### src/core/cspw_pkg.sv
// Constants and carrier types for the clock select and power warning block.
// Assumes one reference clock domain; crystal and supply status arrive as pins.
package cspw_pkg;

   localparam int unsigned WARMUP_CYCLES          = 65536;
   localparam int unsigned WARMUP_W               = 17;
   localparam int unsigned IRQ_FLAG_PWR_BIT       = 0;
   localparam int unsigned EXT_CLOCK_SELECT_BIT   = 4;
   localparam logic        EXT_CLOCK_SELECT_RESET = 1'h0;
   localparam logic        LOW_POWER_MODE_RESET   = 1'h0;
   localparam logic        FLAG_RESET             = 1'h0;
   localparam logic        MASK_RESET             = 1'h0;

   typedef enum logic [1:0]
   {
      CSPW_SRC_RC    = 2'h0,
      CSPW_SRC_XTAL  = 2'h1,
      CSPW_SRC_EXT   = 2'h2
   } cspw_src_t;

   typedef enum logic [1:0]
   {
      CSPW_ST_WARM   = 2'h0,
      CSPW_ST_RUN    = 2'h1,
      CSPW_ST_STOP   = 2'h2
   } cspw_state_t;

   // Host-written configuration bits.
   typedef struct packed
   {
      logic external_clock_select;
      logic low_power_clock_mode;
      logic power_fail_irq_mask;
   } cspw_cfg_t;

   // Status reported back to the host.
   typedef struct packed
   {
      cspw_src_t source;
      logic      warm_done;
      logic      crystal_enable;
      logic      power_fail_flag;
   } cspw_stat_t;

endpackage

### src/core/cspw_top.sv
// Clock source selection, crystal warm-up counting and power-fail warning.
// Assumes crystal_in edges and the supply comparator are asynchronous pins.
// Assumes reset_i and por_reset_i are synchronous to ref_clk_i.
// Operation
// Set warning flag on low supply outside stop
// Flag sticky until host clear or reset
// Flag and mask drive active-low interrupt
// One selected system clock for everything
// Reset selects the high-frequency clock
// Count 65,536 crystal cycles, RC meanwhile
// Crystal off in stop, rewarm on exit
// External clock bit disables crystal oscillator
// External clock bit cleared only by power-on (code also clears it on a host configuration write of zero)
// RC clock during warm-up or low-power mode
// Grounded crystal input never finishes warm-up
// Host rewrites configuration after every reset
// Status readable without pausing processing
// Initialization entry clears low-power mode bit
// Host writes zero to clear warning flag
`timescale 1ns/100ps
`default_nettype none
module cspw_top #(
   parameter int unsigned WARMUP_COUNT = cspw_pkg::WARMUP_CYCLES
)(
   input  wire logic                ref_clk_i,
   input  wire logic                reset_i,
   input  wire logic                por_reset_i,
   input  wire logic                clk_en_i,
   input  wire logic                crystal_in_i,
   input  wire logic                supply_below_warn_i,
   input  wire logic                stop_req_i,
   input  wire logic                stop_exit_i,
   input  wire logic                init_entry_i,
   input  wire logic                cfg_we_i,
   input  wire cspw_pkg::cspw_cfg_t cfg_i,
   input  wire logic                flag_clear_i,
   output var  cspw_pkg::cspw_stat_t stat_o,
   output logic                     irq_n_o,
   output logic                     crystal_out_o
);

   logic                  xin_s1;
   logic                  xin_s2;
   logic                  xin_s3;
   logic                  sup_s1;
   logic                  sup_s2;
   logic                  ext_sel;
   logic                  low_power_clock_mode;
   logic                  mask;
   logic                  flag;
   logic [cspw_pkg::WARMUP_W-1:0] warm_cnt;
   cspw_pkg::cspw_state_t state;
   logic                  next_ext_sel;
   logic                  next_low_power_clock_mode;
   logic                  next_mask;
   logic                  next_flag;
   logic [cspw_pkg::WARMUP_W-1:0] next_warm_cnt;
   cspw_pkg::cspw_state_t next_state;
   cspw_pkg::cspw_stat_t  next_stat;
   logic                  next_irq_n;
   logic                  next_xtal_out;
   logic                  xin_rise;

   // Count value at which the last warm-up edge arrives.
   localparam logic [cspw_pkg::WARMUP_W-1:0] WARM_LAST = cspw_pkg::WARMUP_W'(WARMUP_COUNT - 1);

   // Pins pass two flops before use; the third flop only feeds edge detection.
   always_ff @(posedge ref_clk_i)
   begin
      if (reset_i || por_reset_i)
      begin
         xin_s1 <= 1'h0;
         xin_s2 <= 1'h0;
         xin_s3 <= 1'h0;
         sup_s1 <= 1'h0;
         sup_s2 <= 1'h0;
      end
      else if (clk_en_i)
      begin
         xin_s1 <= crystal_in_i;
         xin_s2 <= xin_s1;
         xin_s3 <= xin_s2;
         sup_s1 <= supply_below_warn_i;
         sup_s2 <= sup_s1;
      end
   end

   // A rising crystal edge is seen in the same cycle that it leaves the synchroniser.
   assign xin_rise = xin_s2 & ~xin_s3;

   // Next values of configuration, warning flag and warm-up sequencing.
   always_comb
   begin
      next_ext_sel  = ext_sel;
      next_low_power_clock_mode = low_power_clock_mode;
      next_mask     = mask;
      next_flag     = flag;
      next_state    = state;
      next_warm_cnt = warm_cnt;
      if (cfg_we_i)
      begin
         next_ext_sel = cfg_i.external_clock_select;
         next_low_power_clock_mode = cfg_i.low_power_clock_mode;
         next_mask    = cfg_i.power_fail_irq_mask;
      end
      // Entering initialization always clears low-power mode; the crystal or external clock follows once warm-up has ended.
      if (init_entry_i)
      begin
         next_low_power_clock_mode = cspw_pkg::LOW_POWER_MODE_RESET;
      end
      if (flag_clear_i)
      begin
         next_flag = 1'h0;
      end
      // The set comes after the clear so that a low supply wins a same-cycle clear.
      if (sup_s2 && state != cspw_pkg::CSPW_ST_STOP)
      begin
         next_flag = 1'h1;
      end
      // Crystal edges only advance the count while warming up.
      unique case (state)
         cspw_pkg::CSPW_ST_WARM:
         begin
            if (stop_req_i)
            begin
               next_state    = cspw_pkg::CSPW_ST_STOP;
               next_warm_cnt = '0;
            end
            else if (xin_rise)
            begin
               if (warm_cnt == WARM_LAST)
               begin
                  next_state = cspw_pkg::CSPW_ST_RUN;
               end
               next_warm_cnt = warm_cnt + cspw_pkg::WARMUP_W'(1);
            end
         end
         cspw_pkg::CSPW_ST_RUN:
         begin
            if (stop_req_i)
            begin
               next_state = cspw_pkg::CSPW_ST_STOP;
            end
         end
         // The oscillator is off here; leaving restarts the warm-up from zero.
         cspw_pkg::CSPW_ST_STOP:
         begin
            if (stop_exit_i)
            begin
               next_state    = cspw_pkg::CSPW_ST_WARM;
               next_warm_cnt = '0;
            end
         end
         // The unused state code falls back to warm-up.
         default:
         begin
            next_state = cspw_pkg::CSPW_ST_WARM;
         end
      endcase
   end

   // Outputs are built from next values so that each one leaves a register.
   always_comb
   begin
      next_irq_n    = ~(next_flag & next_mask);
      next_xtal_out = (next_state != cspw_pkg::CSPW_ST_STOP) && !next_ext_sel;
      next_stat.power_fail_flag = next_flag;
      next_stat.crystal_enable  = next_xtal_out;
      next_stat.warm_done       = (next_state == cspw_pkg::CSPW_ST_RUN);
      if (next_state != cspw_pkg::CSPW_ST_RUN || next_low_power_clock_mode)
      begin
         next_stat.source = cspw_pkg::CSPW_SRC_RC;
      end
      else if (next_ext_sel)
      begin
         next_stat.source = cspw_pkg::CSPW_SRC_EXT;
      end
      else
      begin
         next_stat.source = cspw_pkg::CSPW_SRC_XTAL;
      end
   end

   // The external clock bit survives ordinary resets; only power-on or a host write of zero clears it.
   always_ff @(posedge ref_clk_i)
   begin
      if (por_reset_i)
      begin
         ext_sel <= cspw_pkg::EXT_CLOCK_SELECT_RESET;
      end
      else if (clk_en_i && !reset_i)
      begin
         ext_sel <= next_ext_sel;
      end
   end

   // Both resets clear everything here; the external clock bit lives apart.
   always_ff @(posedge ref_clk_i)
   begin
      if (reset_i || por_reset_i)
      begin
         low_power_clock_mode <= cspw_pkg::LOW_POWER_MODE_RESET;
         mask          <= cspw_pkg::MASK_RESET;
         flag          <= cspw_pkg::FLAG_RESET;
         state         <= cspw_pkg::CSPW_ST_WARM;
         warm_cnt      <= '0;
         stat_o        <= '0;
         irq_n_o       <= 1'h1;
         crystal_out_o <= 1'h0;
      end
      else if (clk_en_i)
      begin
         low_power_clock_mode <= next_low_power_clock_mode;
         mask          <= next_mask;
         flag          <= next_flag;
         state         <= next_state;
         warm_cnt      <= next_warm_cnt;
         stat_o        <= next_stat;
         irq_n_o       <= next_irq_n;
         crystal_out_o <= next_xtal_out;
      end
   end

endmodule
`default_nettype wire

### config.mk
export PLATFORM = sky130hd
export DESIGN_NAME = cspw_top
export DESIGN_NICKNAME = d
export VERILOG_FILES = /design/src/core/cspw_pkg.sv /design/src/core/cspw_top.sv
export SDC_FILE = /design/constraint.sdc
export NUM_CORES = 1
export LEC_CHECK = 0
export ABC_AREA = 1
export BUFFER_PORTS_ARGS = -buffer_cell sky130_fd_sc_hd__clkbuf_2
export CAP_MARGIN = 20
export CORE_ASPECT_RATIO = 0.6
export CORE_MARGIN = 3
export CORE_UTILIZATION = 60
export CTS_CLUSTER_DIAMETER = 200
export DETAILED_ROUTE_END_ITERATION = 8
export PLACE_DENSITY_LB_ADDON = 0.1
export SYNTH_ARGS = -nofsm -noshare
export SYNTH_HDL_FRONTEND = slang
export SYNTH_SLANG_ARGS = --single-unit
### constraint.sdc
create_clock -name ref_clk_i -period 3.1 [get_ports ref_clk_i]
set_input_delay 0.155 -clock ref_clk_i [delete_from_list [all_inputs] [get_ports ref_clk_i]]
set_output_delay 0.155 -clock ref_clk_i [all_outputs]
set_load 0.01 [all_outputs]
# --- Word level (Yosys, flattened, before mapping) ---
# Cells that the tools add are included.
classes:
  add_sub_neg: 1
  eq_ne: 9
  bitwise: 4
  n_reduce_logical: 10
  muxes: 18
ops:
  columns: ["cell", "count"]
  rows:
  - ["2-to-1 mux 17 bit", 3]
  - ["one-hot mux 17 bit (2 select lines)", 1]
  - ["adder 17 x 1 -> 17 bit, second input constant", 1]
  - ["== test 17 x 16 -> 1 bit, second input constant", 1]
  - ["2-to-1 mux 2 bit", 7]
  - ["2-to-1 mux 1 bit", 6]
  - ["!= test 2 bit, second input constant", 3]
  - ["one-hot mux 2 bit (3 select lines)", 1]
  - ["== test 2 x 1 -> 1 bit, second input constant", 2]
  - ["AND reduction 4 bit", 1]
  - ["logical AND 1 bit", 3]
  - ["!= test 3 bit, second input constant", 1]
  - ["bitwise AND 1 bit", 2]
  - ["== test 2 bit, second input constant", 1]
  - ["zero test 1 bit", 2]
  - ["zero test 2 bit", 1]
  - ["logical OR 1 bit", 2]
  - ["!= test 2 x 1 -> 1 bit, second input constant", 1]
  - ["inverter 1 bit", 2]
  - ["nonzero test 2 bit", 1]
word_totals:
  out_inout_bits: 7
  regBits: 33
  elab_cells: 57

# --- Logic depth before layout (Yosys ltp) ---
# Gate-level depths: netlist of run 1.
logic_depth:
  ltp_word: 8
  ltp_mapped: 14

# --- Worst setup path after synthesis of run 1 ---
# No wires, ideal clock.
synth_path:
  path_type: "register to register"
  from: "register warm_cnt[0] (netlist bit)"
  to: "register stat_o[4] (netlist bit)"
  stages_incl_launch_ff: 15
  synth_period_minus_slack_ns: 1.796
  slack_ns: 1.304
  arrival_ns: 1.730
  cell_sequence: "dfxtp_1 > ha_1 > nand2_1 > nor2_1 > nand3_1 > nor2_1 > nand2_1 > nor3_1 > ha_1 > nand3_1 > nand2_1 > nand3_1 > nor2_1 > nor2_1 > nor2_1"
synth_via:
  elab_chain_len: 8
synth_lines:
  columns: ["item", "line_no", "source"]
  rows:
  - ["from (decl)", "cspw_top.sv:51", "logic [cspw_pkg::WARMUP_W-1:0] warm_cnt;"]
  - ["from (signal assigned)", "cspw_top.sv:217", "warm_cnt <= next_warm_cnt;"]
  - ["== test 17 x 16 -> 1 bit", "cspw_top.sv:131", "if (warm_cnt == WARM_LAST)"]
  - ["2-to-1 mux 2 bit", "cspw_top.sv:131", null]
  - ["2-to-1 mux 2 bit", "cspw_top.sv:129", "else if (xin_rise)"]
  - ["2-to-1 mux 2 bit", "cspw_top.sv:124", "if (stop_req_i)"]
  - ["one-hot mux 2 bit (3 select lines)", "cspw_top.sv:121", "unique case (state)"]
  - ["!= test 2 x 1 -> 1 bit", "cspw_top.sv:170", "if (next_state != cspw_pkg::CSPW_ST_RUN || next_low_power_clock_mode)"]
  - ["logical OR 1 bit", "cspw_top.sv:170", null]
  - ["2-to-1 mux 2 bit", "cspw_top.sv:170", null]
  - ["to (signal assigned)", "cspw_top.sv:218", "stat_o <= next_stat;"]
  - ["to (decl)", "cspw_top.sv:37", "output var cspw_pkg::cspw_stat_t stat_o,"]
# Every way passes these cells.
# A chain may end at the register's enable or synchronous reset.

# --- Worst setup path in the final report of run 1 ---
# Ends and elaborated chain as after synthesis.

==> results of run 1 <==
sequential cells by signal, indices dropped and copies added, names as in the netlist:
signal,count
low_power_clock_mode,1
flag,1
state,2
xin_s2,1
sup_s2,1
crystal_out_o,1
mask,1
warm_cnt,17
sup_s1,1
xin_s1,1
xin_s3,1
stat_o,3
ext_sel,1
irq_n_o,1
final cells by class:
class	instances	area, um2	share of cell area, %
Tap cell	32	40.0	2.08
Clock inverter	2	10.0	0.521
Multi-Input combinational cell	195	870	45.2
Timing Repair Buffer	21	108	5.60
Sequential cell	33	661	34.4
Inverter	43	161	8.40
Clock buffer	6	72.6	3.78
where the power goes:
part | switching (uW) | total, uW | internal, uW
clock | 154 | 309 | 155
combinational | 48.8 | 72.5 | 23.6
sequential | 3.97 | 434 | 430
metrics by stage:
step	std cells	power (uW)	worst slack [ps]
finish	332	816	907
global route	332	851	625
CTS	332	824	935
detailed placement	324	516	993
global placement	324	515	1170
floorplan	278	496	1300
cell families (layout without fill, tap and decap cells):
| group | Yosys count | in the layout | synth area share, % |
|---|---|---|---|
| AO/OA/AOI/OAI | 30 | 30 | 9.41 |
| AND/OR/NAND/NOR | 163 | 163 | 39.1 |
| adder cells (fa/ha/maj) | 2 | 2 | 1.44 |
| flip-flops | 33 | 33 | 37.9 |
| buffers and inverters | 50 | 72 | 12.1 |
worst max path at each step:
stage / startpoint / to / slack (ps) / cells after the start
after floorplan: warm_cnt[0] / stat_o[4] / 1300 / 14
after detailed placement: warm_cnt[0] / stat_o[4] / 990 / 14
after CTS: warm_cnt[0] / stat_o[4] / 930 / 14
final: warm_cnt[0] / stat_o[4] / 910 / 14
after global routing: warm_cnt[0] / stat_o[4] / 620 / 14
after global placement: warm_cnt[0] / stat_o[4] / 1170 / 14
per-layer routing:
layer / track usage (%) / up-vias / part of all wire [%]
met2: 30.4 / 55 / 37
met3: 7.34 / 4 / 7.5
met5: 0 / - / 0
met4: 8.36 / 0 / 0.89
met1: 35.3 / 712 / 55
li1: - / 900 / -
cells in the final DEF (no fill, tap or decap), drive strengths merged:
cell	instances
dfxtp	33
o21ai	10
ha	2
a21oi	14
nor3b	1
nor3	2
clkbuf	26
nand2	79
o211ai	1
a32oi	1
o22ai	2
clkinv	3
buf	1
nor2	59
nand4	2
o21bai	2
nand3	20
inv	42
worst register-to-register path, stage by stage (launching register included):
cell	delay [ps]
dfxtp_1	370
ha_1	230
nand2_1	70
nor2_1	140
nand3_1	130
nor2_1	200
nand2_1	80
nor3_1	170
ha_1	180
nand3_1	100
nand2_1	70
nand3_1	120
nor2_1	150
nor2_1	50
nor2_1	70
==> impl_results.md, run 1 <==
- Status: finished, final reports clean
- Utilization after layout: 73.1%
- Critical-path cell list: ha_1 -> nand2_1 -> nor2_1 -> nand3_1 -> nor2_1 -> nand2_1 -> nor3_1 -> ha_1 -> nand3_1 -> nand2_1 -> nand3_1 -> nor2_1 -> nor2_1 -> nor2_1
- Overflow after GRT: 0
- Hold path depth: 3
- Critical path's most frequent cell: nor2_1
- Post-synth EDFFs: 0
- Final setup fails: 0
- Filler cell count in the final layout: 230
- Worst R2R Path Depth: 14
- Cts repair resizes: 0
- Final hold vios: 0
- Post-CTS Setup Repair Bufs: 0
- Clk_lat worst skew: 280 ps
- Leakage: 0.000897 uW
- Crit-path max FO: 4
- Detailed placer's ending HPWL: 2800 um
- CTS max path bufs: 2
- Area leader, netlist: dfxtp_1
- CP Capture Type: register
- Core area: 0.00263 mm2
- CP Launch Type: register
- Largest net degree at the start of global routing: 18
- Row cnt: 14
- Via count: 1671
- DIE AREA: 0.00361 mm2
- Global-route wire length before repair: 6100 um
- Seq/Total Area, Yosys: 37.9%
- FF+latch count, synth: 33
- # DRC: 0
- Distinct cells, synth: 26
- Final GP Congestion: 0.859
- Mapped Cells: 278
- Clk root buf: clkbuf_8
- Vias per inst: 5.03
- Slew Limit Fails: 0
- Finished Cell Area: 0.00192 mm2
- Final hold slack: 102 ps
- Highest-delay cell along the critical path: dfxtp_1
- Arrival time of the worst setup path: 2420 ps
- Antenna fix cells: 0
- Hold-fix buffers at CTS: 0
- Final worst path period share: 70.8%
- Final WL: 3730 um
- Max Fclk: 456 MHz
- Most common cell in the netlist: nand2_1
- WP buf/inv: 0
- Critical Path Max Stage Delay: 370 ps
- Area after DPL: 0.00184 mm2
- Worst hold start: crystal_in_i
- Slew @ Worst Pin: 369 ps
- CP Class: register to register
- WHS Endpoint: xin_s1
- Crit path time final: 2190 ps
- Main area contributors after synthesis: dfxtp_1 (38%), nand2_1 (17%), nor2_1 (12%)
- Tot GR Track Use: 23.4%
- Maximum vdd drop: 0.371 mV
- Drt pass-1 iters: 4
- Synthesized area: 0.00174 mm2
- Number of global-route vias before repair: 1309
- Starting Density: 66.3%
- Antenna violations before repair: 0
- CTS sink cnt: 33
- CTS tree: built
- Share of the synthesized area in the top cell type: 37.9%
- ANT nets after route: 0
- H-tree levels: 2
- Synth-to-layout area growth: 10.3%
- Boundary pin count: 21
- Worst rel slew slack: 75.1%
- Final TNS setup: 0 ps
- RSZ-0062 raised after global routing: no
- PwrDens: 425 mW/mm2
- Nets: 315
- Syn Area/Cell: 6.27 um2
- Syn nets: 294
- Crit path max-delay family: simple AND/OR/NAND/NOR gates
- Max_cap viols: 0
- Reg-to-reg slack, setup: 910 ps
- Asr flop ratio synth: 0%
- Die X: 75.6 um
- Ys Warns: 0
- Reg-to-Reg Start: warm_cnt[0]
- Main flop type after synthesis: dfxtp_1
- I/O Buffers: 20
- Most common library cells after synthesis: nand2_1 (77), nor2_1 (56), inv_1 (41)
- DRT iter0 DRCs: 146
- Final Skew: 5.27 ps
- Clk pin slew, worst setup/hold paths: 70 ps
- Min-delay worst type: input pin to register
- Layout cells sized above 1: 12.0%
- Die H: 47.7 um
- Worst reg2reg path endpoint: stat_o[4]
- WP data required: 3320 ps
- CTS buffer count: 5
- Per-cell routed wire length: 11.2 um
Note: power is estimated with default switching activity, not from simulation.
==> run 2: changes to the inputs <==
--- a/config.mk
+++ b/config.mk
@@ -5,12 +5,12 @@
 export SDC_FILE = /design/constraint.sdc
 export NUM_CORES = 1
 export LEC_CHECK = 0
-export ABC_AREA = 1
+export ABC_AREA = 0
 export BUFFER_PORTS_ARGS = -buffer_cell sky130_fd_sc_hd__clkbuf_2
 export CAP_MARGIN = 20
 export CORE_ASPECT_RATIO = 0.6
 export CORE_MARGIN = 3
-export CORE_UTILIZATION = 60
+export CORE_UTILIZATION = 56
 export CTS_CLUSTER_DIAMETER = 200
 export DETAILED_ROUTE_END_ITERATION = 8
 export PLACE_DENSITY_LB_ADDON = 0.1
==> constraint.sdc (replaced) <==
create_clock -name ref_clk_i -period 2.27 [get_ports ref_clk_i]
set_input_delay 0.1135 -clock ref_clk_i [delete_from_list [all_inputs] [get_ports ref_clk_i]]
set_output_delay 0.1135 -clock ref_clk_i [all_outputs]
set_load 0.01 [all_outputs]
==> run 2 against run 1 <==
Routed wire length down 1.0%. Worst setup slack worse by 790 ps. Die area down 0.71%. Clock power up 59%. Critical path depth down 4. Total power up 43%. Global-route usage about the same.
==> impl_results.md, run 2 <==
- Share of the synthesized area in the top cell type: 41.0%
- Pint: 893 uW
- Ys Warns: 0
- Synth Area in XOR/XNOR: 1.09%
- Utilization after layout: 71.0%
- Detailed placer's ending HPWL: 2640 um
- Critical-path cell list: ha_4 -> and4_4 -> and4_4 -> nand2_1 -> nor2_1 -> ha_1 -> and3b_1 -> o211ai_1 -> o32a_1 -> nor2_1
- CP Launch Type: register
- CTS tree: built
- DIE AREA: 0.00358 mm2
- Most frequent cells in the layout: dfxtp_1 (31), clkbuf_2 (20), a21oi_1 (19)
- Antenna violations before repair: 0
- Combinational share of power: 7.6%
- CTS max path bufs: 2
- Final TNS setup: 0 ps
- Slew @ Worst Pin: 745 ps
- Largest register FFs: 17
- CP Capture Point: stat_o[4]
- Crit path time final: 2150 ps
- Synth-to-layout area growth: 15.7%
- Switching Fraction: 23.6%
- Main area contributors after synthesis: dfxtp_1 (41%), a21oi_1 (5.9%), mux2i_1 (5.0%)
- Final setup fails: 0
- Final worst path period share: 94.7%
- Mux cell area share after synthesis: 5.66%
- Layout cells sized above 1: 20.1%
- Post-Synth Simple-Gate Area: 26.4%
- Area leader, netlist: dfxtp_1
- CTS buffer count: 5
- Clk_lat worst skew: 290 ps
- Syn Area/Cell: 8.40 um2
- Most common cell in the netlist: dfxtp_1
- Clk root buf: clkbuf_8
- Final Skew: 6.20 ps
- Final GP Congestion: 0.791
- Worst reg2reg path endpoint: stat_o[4]
- Mapped Cells: 192
- Worst rel slew slack: 50.1%
- FF+latch count, synth: 33
- Slew Limit Fails: 0
- Die H: 47.6 um
- Final WL: 3690 um
- CTS sink cnt: 33
- CP Capture Type: register
- CP Class: register to register
- Seq/Total Area, Yosys: 41.0%
- Clk pwr share: 42.0%
- Max Fclk: 465 MHz
- Reg-to-reg slack, setup: 120 ps
- Largest family of logic cells by synthesized area: simple AND/OR/NAND/NOR gates
- WP buf/inv: 0
- Core area: 0.00263 mm2
- Die X: 75.3 um
- Min-delay worst type: input pin to register
- Starting Density: 61.4%
- H-tree levels: 2
- Maximum vdd drop: 0.444 mV
- DRT iter0 DRCs: 166
- RSZ-0062 raised after global routing: no
- Nets: 229
- Per-cell routed wire length: 15.0 um
- Main flop type after synthesis: dfxtp_1
- Via count: 1503
- Final hold vios: 0
- Critical Path Max Stage Delay: 390 ps
- Critical path depth: 10
- Synthesized area: 0.00161 mm2
- Highest-delay cell along the critical path: o32a_1
- Syn nets: 208
- # DRC: 0
- Most common library cells after synthesis: dfxtp_1 (33), a21oi_1 (19), nand2_1 (18), nor2_1 (18)
- Setup crit start: warm_cnt[1]
- Post-synth EDFFs: 0
- Row cnt: 14
- Leakage: 0.000674 uW
- Commonest non-fill, non-tap cell in the layout: dfxtp_1
- Vias per inst: 6.11
- Distinct cells, synth: 42
- Arrival time of the worst setup path: 2380 ps
- Number of global-route vias before repair: 1337
- Drt pass-1 iters: 5
- Global-route wire length before repair: 6070 um
- Max_cap viols: 0
- PwrDens: 627 mW/mm2
- Status: finished, final reports clean
- ANT nets after route: 0
- Crit path max-delay family: simple AND/OR/NAND/NOR gates
- I/O Buffers: 20
- WP data required: 2500 ps
- Clk pin slew, worst setup/hold paths: 70 ps
- Overflow after GRT: 0
- Worst R2R Path Depth: 10
- Antenna fix cells: 0
- Tot GR Track Use: 23.4%
- Flop pwr share: 50.4%
- Reg-to-Reg Start: warm_cnt[1]
- Boundary pin count: 21
- Largest net degree at the start of global routing: 20
- Crit-path max FO: 5
- Biggest register: warm_cnt
- Post-synthesis compound-gate area fraction: 19.3%
- Asr flop ratio synth: 0%
- Top Registers: warm_cnt (17), stat_o (3), state (2)
- Net Sw Power: 276 uW
- Synth Area in Adders: 1.55%
-- run 2: changes by cell type after synthesis, sizes merged, moves of 5 or more --
cell,previous run,this run
nand3,20,8
nand2,79,18
nor2,59,18
o31ai,0,7
mux2i,0,8
a21oi,14,19
inv,42,6
or4,0,5
-- run 2: final cells by class --
type / instances / area (um2)
repair buffers: 26 / 148
fillers: 213 / 762
multi-input cells: 141 / 888
inverters: 6 / 22.5
well taps: 32 / 40.0
clock inverters: 1 / 5.00
clock buffers: 7 / 96.3
flip-flops and latches: 33 / 666
-- run 2: how the worst min path moves through the flow --
stage,slack (ps),to,cells past startpoint,start
after floorplan,190,ext_sel,1,por_reset_i
after global placement,300,ext_sel,2,por_reset_i
after detailed placement,310,ext_sel,2,por_reset_i
after CTS,70,irq_n_o,3,reset_i
after global routing,80,mask,3,cfg_i[0]
final,70,irq_n_o,3,reset_i
-- run 2: per-layer routing --
layer	share of wire, %	GRT usage, %	vias up
li1	-	-	747
met1	49	31.7	691
met2	41	33.3	55
met3	8.1	7.34	10
met4	2.1	12.9	0
met5	0	0	-
-- run 2: kinds of logic (layout without fill, tap and decap cells) --
group | Yosys count | count (layout)
AO/OA/AOI/OAI | 48 | 48
XOR/XNOR | 2 | 2
adder cells (fa/ha/maj) | 2 | 2
buffers and inverters | 18 | 40
flip-flops | 33 | 33
multiplexers | 9 | 9
AND/OR/NAND/NOR | 80 | 80
-- run 2: repair_timing --
action                                  in CTS  in global routing
hold buffers                                 1                  0
gates resized for setup                      1                  6
endpoints found under the hold margin        1                  0
endpoints found under the setup margin       1                  1
buffers inserted                             0                  0
pin swaps                                    0                  1
-- run 2: worst min-delay path: stages --
cell	delay [ps]
clkbuf_2	90
nor2_1	70
nand2_1	60
-- run 2: per-stage QoR --
step / area, um2 / worst slack (ps) / std cells / total power (uW) / hold WS, ps
after global placement: 1730 / 138 / 237 / 686 / 303
after CTS: 1850 / 20.9 / 246 / 1180 / 70.1
after floorplan: 1610 / 227 / 192 / 664 / 186
after detailed placement: 1730 / 13.9 / 237 / 689 / 311
after global routing: 1870 / 8.29 / 246 / 1220 / 83.5
final: 1870 / 119 / 246 / 1170 / 74.8
-- run 2: power groups by stage --
stage,logic [uW],registers [uW],clock network (uW)
final,89.4,589,490
after global routing,98.9,589,530
after CTS,87.9,590,502
after detailed placement,86.1,603,0
after global placement,83.9,602,0
after floorplan,61.7,602,0
